[config.mk]
export PLATFORM = sky130hd
export DESIGN_NAME = ipc_regs
export DESIGN_NICKNAME = d
export VERILOG_FILES = /design/src/core/ipc_regs.v /design/src/core/ipc_data_gate.v
export VERILOG_INCLUDE_DIRS = /design/src /design/src/inc
export SDC_FILE = /design/constraint.sdc
export NUM_CORES = 1
export LEC_CHECK = 0
export BUFFER_PORTS_ARGS = -buffer_cell sky130_fd_sc_hd__buf_2
export CAP_MARGIN = 20
export CORE_UTILIZATION = 48
export CTS_CLUSTER_SIZE = 14
export DETAILED_ROUTE_END_ITERATION = 8
export PLACE_DENSITY = 0.9
export SLEW_MARGIN = 30
export SYNTH_ARGS = -nofsm -noshare
export SYNTH_HDL_FRONTEND = slang
export SYNTH_SLANG_ARGS = --single-unit
[constraint.sdc]
create_clock -name sys_clk -period 2.79 [get_ports sys_clk]
set_input_delay 0.4185 -clock sys_clk [delete_from_list [all_inputs] [get_ports sys_clk]]
set_output_delay 0.4185 -clock sys_clk [all_outputs]
set_load 0.03 [all_outputs]
[src/inc/ipc_consts.vh]
// Constants for the interface and power control register pair
`ifndef IPC_CONSTS_VH
`define IPC_CONSTS_VH

`define IPC_ADDR_IFSEL        5'h03
`define IPC_ADDR_PWR          5'h04
`define IPC_IFSEL_RESET       8'h10
`define IPC_PWR_RESET         8'h0f

`define IPC_B_ALARM_OE        7
`define IPC_B_FOUR_WIRE       6
`define IPC_B_SLEEP           5
`define IPC_B_TXGATE          4
`define IPC_B_SYNC            3
`define IPC_B_PINSEL_HI       2
`define IPC_B_PINSEL_LO       1
`define IPC_B_TOPBIT_OUT      0

`define IPC_B_FUSE_POWER_DOWN         7
`define IPC_B_MIX_GAIN        6
`define IPC_B_CLKRX_PD        5
`define IPC_B_CLKRX_ALLOW     4
`define IPC_B_COARSE_HI       3
`define IPC_B_COARSE_LO       0

`define IPC_PINSEL_REGS       2'h0
`define IPC_PINSEL_TXGATE     2'h1
`define IPC_PINSEL_SYNC       2'h2
`define IPC_PINSEL_SLEEP      2'h3

`define IPC_DATA_MSB          13
`define IPC_DATA_W            14
`define IPC_MIX_W             16

`define IPC_RD_IDLE           8'h00

`define IPC_M_OUT             2
`define IPC_M_CLK             1
`define IPC_M_CONV            0

`endif

[src/core/ipc_regs.v]
// Interface select and power/gain/current register pair with control decode
`timescale 1ns/1ps
`default_nettype none
`include "ipc_consts.vh"

////////////////////////////////////////////////////////////////////////////////
// How it works
// - Sleep powers down each block whose sleep-allow mask bit is set.
// - Transmit gate low zeroes data path; high passes data normally.
// - Changing the sync bit from zero to one produces a synchronization event; rewriting a held one does not.
// - Fuse power-down bit set powers down fuses; resets to zero.
// - Mixer gain doubles mixer output only when complex mix enabled.
// - Clock receiver power-down bit powers receiver down regardless of sleep.
// - Clock receiver sleep-allow powers receiver down whenever sleep is invoked.
// - Sleep masks select output stage, clock output and converters.
// - Complex mix only while mix enable set, bypassed otherwise.
module ipc_regs (
    input  wire                     sys_clk,
    input  wire                     rst_n,
    input  wire                     wr_en,
    input  wire [4:0]               wr_addr,
    input  wire [7:0]               wr_data,
    input  wire [4:0]               rd_addr,
    output reg  [7:0]               rd_data,
    input  wire                     ctrl_pin,
    input  wire [2:0]               sleep_allow_masks,
    input  wire                     mix_enable,
    input  wire                     alarm_level,
    input  wire [`IPC_DATA_W-1:0]   chan_a_data,
    input  wire [`IPC_MIX_W-1:0]    mix_in,
    output wire [`IPC_MIX_W-1:0]    chan_a_out,
    output wire                     alarm_sdo_o,
    output wire                     alarm_sdo_oe,
    output wire                     serial_four_wire_select,
    output reg                      sync_pulse,
    output wire                     sleep_active,
    output wire [2:0]               block_power_down,
    output wire                     fuse_power_down,
    output wire                     clock_receiver_power_down,
    output wire [3:0]               coarse_current
);

    ////////////////////////////////////////////////////////////////////////////
    // State and decoded fields
    reg  [7:0] ifsel;
    reg  [7:0] pwr;
    reg  [7:0] next_ifsel;
    reg  [7:0] next_pwr;
    reg        sync_prev;
    reg        next_sync_pulse;
    wire [1:0] pin_sel;
    wire       sleep_eff;
    wire       txgate_eff;
    wire       sync_eff;
    wire       alarm_oe_bit;
    wire       four_wire_bit;
    wire       sleep_bit;
    wire       txgate_bit;
    wire       sync_bit;
    wire       topbit_out_bit;
    wire       fuse_power_down_bit;
    wire       mix_gain_bit;
    wire       clkrx_pd_bit;
    wire       clkrx_allow_bit;
    wire [3:0] coarse_bits;
    wire       out_stage_pd;
    wire       clk_out_pd;
    wire       conv_pd;
    wire       clkrx_sleep_pd;

    ////////////////////////////////////////////////////////////////////////////
    // Helpers
    // One address compare serves both the write strobe and the read mux
    function addr_match;
        input [4:0] addr;
        input [4:0] target;
        begin
            addr_match = (addr == target);
        end
    endfunction

    // The pin takes over one control only while the select names it
    function pin_route;
        input [1:0] sel;
        input [1:0] code;
        input       pin_level;
        input       reg_bit;
        begin
            pin_route = (sel == code) ? pin_level : reg_bit;
        end
    endfunction

    // A block sleeps only if its allow bit lets it
    function sleep_gate;
        input sleep;
        input allow;
        begin
            sleep_gate = sleep & allow;
        end
    endfunction

    ////////////////////////////////////////////////////////////////////////////
    // Register writes
    // Writes to any other address fall through silently
    always @* begin
        next_ifsel = ifsel;
        next_pwr   = pwr;
        if (wr_en && addr_match(wr_addr, `IPC_ADDR_IFSEL)) begin
            next_ifsel = wr_data;
        end
        if (wr_en && addr_match(wr_addr, `IPC_ADDR_PWR)) begin
            next_pwr = wr_data;
        end
    end

    always @(posedge sys_clk or negedge rst_n) begin
        if (!rst_n) begin
            ifsel <= `IPC_IFSEL_RESET;
        end else begin
            ifsel <= next_ifsel;
        end
    end

    always @(posedge sys_clk or negedge rst_n) begin
        if (!rst_n) begin
            pwr <= `IPC_PWR_RESET;
        end else begin
            pwr <= next_pwr;
        end
    end

    ////////////////////////////////////////////////////////////////////////////
    // Register reads
    always @* begin
        rd_data = `IPC_RD_IDLE;
        if (addr_match(rd_addr, `IPC_ADDR_IFSEL)) begin
            rd_data = ifsel;
        end else if (addr_match(rd_addr, `IPC_ADDR_PWR)) begin
            rd_data = pwr;
        end
    end

    ////////////////////////////////////////////////////////////////////////////
    // Field decode
    // Names only; every field reads straight from its register flop
    assign alarm_oe_bit    = ifsel[`IPC_B_ALARM_OE];
    assign four_wire_bit   = ifsel[`IPC_B_FOUR_WIRE];
    assign sleep_bit       = ifsel[`IPC_B_SLEEP];
    assign txgate_bit      = ifsel[`IPC_B_TXGATE];
    assign sync_bit        = ifsel[`IPC_B_SYNC];
    assign pin_sel         = ifsel[`IPC_B_PINSEL_HI:`IPC_B_PINSEL_LO];
    assign topbit_out_bit  = ifsel[`IPC_B_TOPBIT_OUT];
    assign fuse_power_down_bit     = pwr[`IPC_B_FUSE_POWER_DOWN];
    assign mix_gain_bit    = pwr[`IPC_B_MIX_GAIN];
    assign clkrx_pd_bit    = pwr[`IPC_B_CLKRX_PD];
    assign clkrx_allow_bit = pwr[`IPC_B_CLKRX_ALLOW];
    assign coarse_bits     = pwr[`IPC_B_COARSE_HI:`IPC_B_COARSE_LO];

    ////////////////////////////////////////////////////////////////////////////
    // Shared pin routing
    // At most one control follows the pin (none at select 0); the others stay on their bits
    assign sleep_eff  = pin_route(pin_sel, `IPC_PINSEL_SLEEP, ctrl_pin, sleep_bit);
    assign txgate_eff = pin_route(pin_sel, `IPC_PINSEL_TXGATE, ctrl_pin, txgate_bit);
    assign sync_eff   = pin_route(pin_sel, `IPC_PINSEL_SYNC, ctrl_pin, sync_bit);

    ////////////////////////////////////////////////////////////////////////////
    // Sync event
    // Edge, not level: a held one must not resync
    always @* begin
        next_sync_pulse = sync_eff & ~sync_prev;
    end

    // Both reset low, like the sync bit, so reset gives no false edge
    always @(posedge sys_clk or negedge rst_n) begin
        if (!rst_n) begin
            sync_prev  <= 1'b0;
            sync_pulse <= 1'b0;
        end else begin
            sync_prev  <= sync_eff;
            sync_pulse <= next_sync_pulse;
        end
    end

    ////////////////////////////////////////////////////////////////////////////
    // Power control
    // Masks come from the other power register, so they arrive as inputs
    assign sleep_active = sleep_eff;
    assign out_stage_pd = sleep_gate(sleep_eff, sleep_allow_masks[`IPC_M_OUT]);
    assign clk_out_pd   = sleep_gate(sleep_eff, sleep_allow_masks[`IPC_M_CLK]);
    assign conv_pd      = sleep_gate(sleep_eff, sleep_allow_masks[`IPC_M_CONV]);
    assign block_power_down = {out_stage_pd, clk_out_pd, conv_pd};
    assign fuse_power_down  = fuse_power_down_bit;
    // Direct power-down needs no sleep; either path stops the receiver
    assign clkrx_sleep_pd = sleep_gate(sleep_eff, clkrx_allow_bit);
    assign clock_receiver_power_down = clkrx_pd_bit | clkrx_sleep_pd;
    assign coarse_current = coarse_bits;
    assign serial_four_wire_select = four_wire_bit;

    ////////////////////////////////////////////////////////////////////////////
    // Alarm / serial-out pin
    // The level only reaches the board while the enable drives the pin
    assign alarm_sdo_oe = alarm_oe_bit;
    assign alarm_sdo_o  = topbit_out_bit ? chan_a_data[`IPC_DATA_MSB]
                                         : alarm_level;

    ////////////////////////////////////////////////////////////////////////////
    // Data path
    // Registered so a gate change lands on a clean edge
    ipc_data_gate u_gate (
        .sys_clk    (sys_clk),
        .rst_n      (rst_n),
        .tx_gate    (txgate_eff),
        .mix_enable (mix_enable),
        .mix_gain   (mix_gain_bit),
        .mix_in     (mix_in),
        .raw_in     (chan_a_data),
        .data_out   (chan_a_out)
    );

endmodule // ipc_regs
`default_nettype wire

[src/core/ipc_data_gate.v]
// Data path gate and mixer gain stage for one channel
`timescale 1ns/1ps
`default_nettype none
`include "ipc_consts.vh"

module ipc_data_gate (
    input  wire                     sys_clk,
    input  wire                     rst_n,
    input  wire                     tx_gate,
    input  wire                     mix_enable,
    input  wire                     mix_gain,
    input  wire [`IPC_MIX_W-1:0]    mix_in,
    input  wire [`IPC_DATA_W-1:0]   raw_in,
    output reg  [`IPC_MIX_W-1:0]    data_out
);

    reg [`IPC_MIX_W-1:0] next_data_out;

    always @* begin
        if (!tx_gate) begin
            next_data_out = {`IPC_MIX_W{1'b0}};
        end else if (mix_enable) begin
            // Doubling wraps; no saturation
            next_data_out = mix_gain ? {mix_in[`IPC_MIX_W-2:0], 1'b0} : mix_in;
        end else begin
            next_data_out = {{(`IPC_MIX_W-`IPC_DATA_W){raw_in[`IPC_DATA_W-1]}}, raw_in};
        end
    end

    always @(posedge sys_clk or negedge rst_n) begin
        if (!rst_n) begin
            data_out <= {`IPC_MIX_W{1'b0}};
        end else begin
            data_out <= next_data_out;
        end
    end

endmodule // ipc_data_gate
`default_nettype wire

# Word level (Yosys, flattened, before mapping)
# Cells that the tools add are included.
[totals]
reg_bits = 34
out_inout_bits = 38
[op_classes]
reduce_logical = 2
bitwise_logic = 7
muxes = 9
eq_ne = 7
[op_table]
columns = ["cell", "count"]
rows = [
  ["16-bit two-way mux", 3],
  ["8-bit two-way mux", 2],
  ["5-bit by 2-bit == test with 1-bit output, second input constant", 2],
  ["5-bit by 3-bit == test with 1-bit output, second input constant", 2],
  ["1-bit bitwise AND", 5],
  ["2-bit == test, second input constant", 2],
  ["1-bit two-way mux", 4],
  ["2-bit by 1-bit == test with 1-bit output, second input constant", 1],
  ["1-bit logical AND", 2],
  ["1-bit NOT", 1],
  ["1-bit OR", 1],
]

# Logic depth before layout (Yosys ltp)
[logic_depth]
depth_word = 4
mapped_depth = 4
mapped_depth_nobuf = 3

# Cells and area by module
# A second synthesis with hierarchy kept.
[unflattened]
hier_cells = 140
area_unflattened_um2 = 1732.9
[by_module_without_submodules]
columns = ["mod", "cells_each", "seq_area_each_um2", "area_each_um2", "n_inst"]
rows = [
  ["ipc_regs", 72, 456.7, 972.2, 1],
  ["ipc_data_gate", 68, 400.4, 760.7, 1],
]

# Least setup slack after synthesis
# OpenSTA, ideal clock, no wires.
[synth_timing]
path_type = "reg2out"
from = "register ifsel[2]"
to = "output port block_power_down[0]"
arrival_ns = 1.258
path_buffers = 1
path_stages_with_launch = 5
path_slack_ns = 1.113
required_time_ns = 2.372
path_cell_list = "dfrtp_1 > nand2_1 > mux2_2 > and2_1 > buf_4"
[synth_via]
elab_chain_cells = 3
[synth_rtl]
columns = ["element", "line_no", "source"]
rows = [
  ["start: declaration", "ipc_regs.v:45", "reg [7:0] ifsel;"],
  ["start signal: assignment", "ipc_regs.v:118", "ifsel <= `IPC_IFSEL_RESET;"],
  ["start signal: assignment", "ipc_regs.v:120", "ifsel <= next_ifsel;"],
  ["2-bit == test", "ipc_regs.v:89", "pin_route = (sel == code) ? pin_level : reg_bit;"],
  ["1-bit two-way mux", "ipc_regs.v:89", ""],
  ["net sleep_active", "ipc_regs.v:36", "output wire sleep_active,"],
  ["1-bit bitwise AND", "ipc_regs.v:98", "sleep_gate = sleep & allow;"],
  ["end: declaration", "ipc_regs.v:37", "output wire [2:0] block_power_down,"],
]
# The timed path passes the listed nets, and every way through them passes these cells.

# Final worst setup path
[layout_timing]
from = "register ifsel[2]"
to = "output port clock_receiver_power_down"
[layout_via]
elab_chain_cells = 4
[layout_rtl]
columns = ["element", "line_no", "source"]
rows = [
  ["2-bit == test", "ipc_regs.v:89", ""],
  ["1-bit two-way mux", "ipc_regs.v:89", ""],
  ["1-bit bitwise AND", "ipc_regs.v:98", ""],
  ["1-bit OR", "ipc_regs.v:195", "assign clock_receiver_power_down = clkrx_pd_bit | clkrx_sleep_pd;"],
  ["end: declaration", "ipc_regs.v:39", "output wire clock_receiver_power_down,"],
]
# No other way between the ends.

==> reports/metrics.yaml <==
worst_setup_path:
  cp-end-kind: "primary output"
  worstRegToRegCells: 3
  required_ns: 2.37
  crit_arrival_ns: 1.56
  rr_startpoint: "ifsel[1]"
  worstSetupPathType: "reg2out"
  r2r-end: "u_gate.data_out[4]"
  ff2ff_setup_slack_ns: 1.27
  start_kind: "flop"
  worstPathMaxFanout: 5
clocking:
  root_buffer: "clkbuf_8"
  cts-hold-fix-buffers: 0
  htree_levels: 2
  cts_tree: "built"
  cts-buffers-inserted: 5
  cts_resized: 0
  clk_pin_slew_ns: 0.06
  clk_latency_ns: 0.27
  cts.path.max_buffers: 2
  post_cts_buffers: 0
  clock-sinks: 34
timing:
  max_slew_margin_pct: 51.84
  min_period_ns: 1.983
  fin_setup_tns_ns: 0
  final_hold_viol_count: 0
  worst_slew_pin_slew_ns: 0.7224
  rsz0062_at_grt: "false"
  max_freq_mhz: 504.4
  finalCritPeriodShare_pct: 71.06
  slew_violations: 0
  finalClockSkew_ns: 0.002460
  setup_viol: 0
floorplan:
  die_height_um: 63.65
  die_w_um: 63.65
  die-area_sq_um: 4051
  start_util_pct: 49.83
  rows: 22
  boundaryPins: 95
  core-area_sq_um: 3661
grt:
  overflow: 0
  grt_usage_pct: 20.29
  use_met1_pct: 25.00
  grt_max_degree: 35
  grt_use_met3_pct: 6.884
  antenna_found_initial: 0
  grt_pass1_wl_um: 6196
  met2_usage_pct: 33.64
  grt_pass1_vias: 1457
  grt_busiest_layer: "met2"
logic_synthesis:
  synth.area.top_cells: "dfrtp_1 40%, mux2i_1 8.2%, dfstp_2 7.2%, mux2_2 6.8%, mux2_4 6.6%"
  synth_cell_type_count: 29
  synth-seq-cells: 34
  synth_warnings: 0
  synthCells: 140
  synth_area_sq_um: 1824
  yosysSeqAreaShare_pct: 46.98
  synth_area_per_cell_sq_um: 13.03
  syn_nets: 197
  synth.top_cell.area_share_pct: 39.78
  yosysTopAreaCell: "dfrtp_1"
finish:
  final_util_pct: 63.60
  drive_above_1_share_pct: 61.40
  num_antenna_cells: 0
  area_delta_synth_final_pct: 27.64
  layout.nets: 284
route:
  drt-initial-drc-count: 28
  ant_nets: 0
  drt_wl_total_um: 3634
  wire_per_inst_um: 13.17
  drc: 0
  drt-vias-per-instance: 5.236
  dr.pass1.iters: 6
  vias: 1445
flow_run:
  cap_violations: 0
placed_design:
  gp_congestion: 0.7588
  dp.final_hpwl_um: 2803
  io_buffers: 94
worst_hold_path:
  min_path_type: "in2async"
power_and_ir_drop:
  peakVddDrop_mv: 0.3889
  leakagePower_nw: 1.214
  powerDensity_nw_per_um2: 673.0
outcome:
  status: "completed"
registers in the layout, indices dropped and copies added, names as in the netlist:
name / cells
sync_pulse: 1
u_gate.data_out: 16
ifsel: 8
sync_prev: 1
pwr: 8
worst max path at each step:
stage,from,endpoint,slack [ns]
2_1_floorplan,ifsel[2],block_power_down[0],1.11
3_3_place_gp,rd_addr[1],rd_data[1],0.94
3_5_place_dp,rd_addr[1],rd_data[4],0.90
4_1_cts,ifsel[2],clock_receiver_power_down,0.80
5_1_grt,ifsel[2],clock_receiver_power_down,0.72
6_report,ifsel[2],clock_receiver_power_down,0.81
kinds of logic after synthesis:
group                  after synthesis  share of synthesized area (%)
buffers and inverters               15                          6.859
multiplexers                        35                          22.84
AND/OR/NAND/NOR                     31                          10.08
flip-flops                          34                          46.98
AO/OA/AOI/OAI                       25                          13.24
Yosys cell counts:
cell            count
buf_2               2
and3_1              1
a21oi_1             1
dlygate4sd1_1       1
nor2b_4             1
buf_4               8
nor2b_1             1
mux2_2             11
dlymetal6s2s_1      1
nand2b_1            2
a211oi_2            9
nor2_1             15
buf_6               3
mux2i_4             1
nand3b_1            1
dfrtp_1            29
mux2_4              8
nand2_1             2
and2_1              4
a21o_1              1
a22o_2              1
nor4_1              1
mux2i_1            15
nor4_4              1
nand4_2             1
dfstp_2             5
a22o_1              7
a211oi_1            6
and3b_1             1
per-layer routing:
metal  part of all wire, %  wire, um
met2                    49      1774
met3                   7.4       268
met5                     0         0
met1                    43      1580
met4                  0.30        11
layout by cell type (no fill, tap or decap), drive strengths merged:
cell | Yosys | layout
nand3b | 1 | 1
and3 | 1 | 1
nor2b | 2 | 2
mux2 | 19 | 19
clkinv | 0 | 1
nor2 | 15 | 15
dfstp | 5 | 5
dfrtp | 29 | 29
a211oi | 15 | 15
mux2i | 16 | 16
nand4 | 1 | 1
and3b | 1 | 1
nand2b | 2 | 2
a22o | 8 | 8
a21o | 1 | 1
nor4 | 2 | 2
nand2 | 2 | 2
a21oi | 1 | 1
and2 | 4 | 4
clkbuf | 0 | 7
buf | 13 | 95
report_power, final:
group	switching (mW)	internal [mW]	leakage, nW
clock network	0.161	0.199	0.0482
registers	0.0582	0.598	0.430
logic	0.335	0.216	0.736
cell type report:
| type | instances | area (sq um) |
|---|---|---|
| tap | 48 | 60.06 |
| fill | 309 | 1333 |
| clock inverter | 1 | 5.005 |
| clock buffer | 7 | 86.33 |
| multi-input combinational | 91 | 842.1 |
| timing repair buffer | 95 | 478.0 |
| sequential | 34 | 857.1 |
per-stage QoR:
step	cell area, sq um	worst slack (ns)	std cells	power, mW	hold WS, ns
2_1_floorplan	1824	1.113	140	1.080	0.1229
3_3_place_gp	2237	0.9395	268	1.204	0.3821
3_5_place_dp	2237	0.8963	268	1.220	0.3977
4_1_cts	2328	0.7983	276	1.591	0.2211
5_1_grt	2328	0.7223	276	1.658	0.2428
6_report	2328	0.8075	276	1.567	0.1989
critical path: stages, from the launching register on:
cell and delay [ns]:
dfrtp_1 0.46, nand2_1 0.10, mux2_2 0.37, a21o_1 0.18, buf_2 0.17
Note: power is estimated with default switching activity, not from simulation.
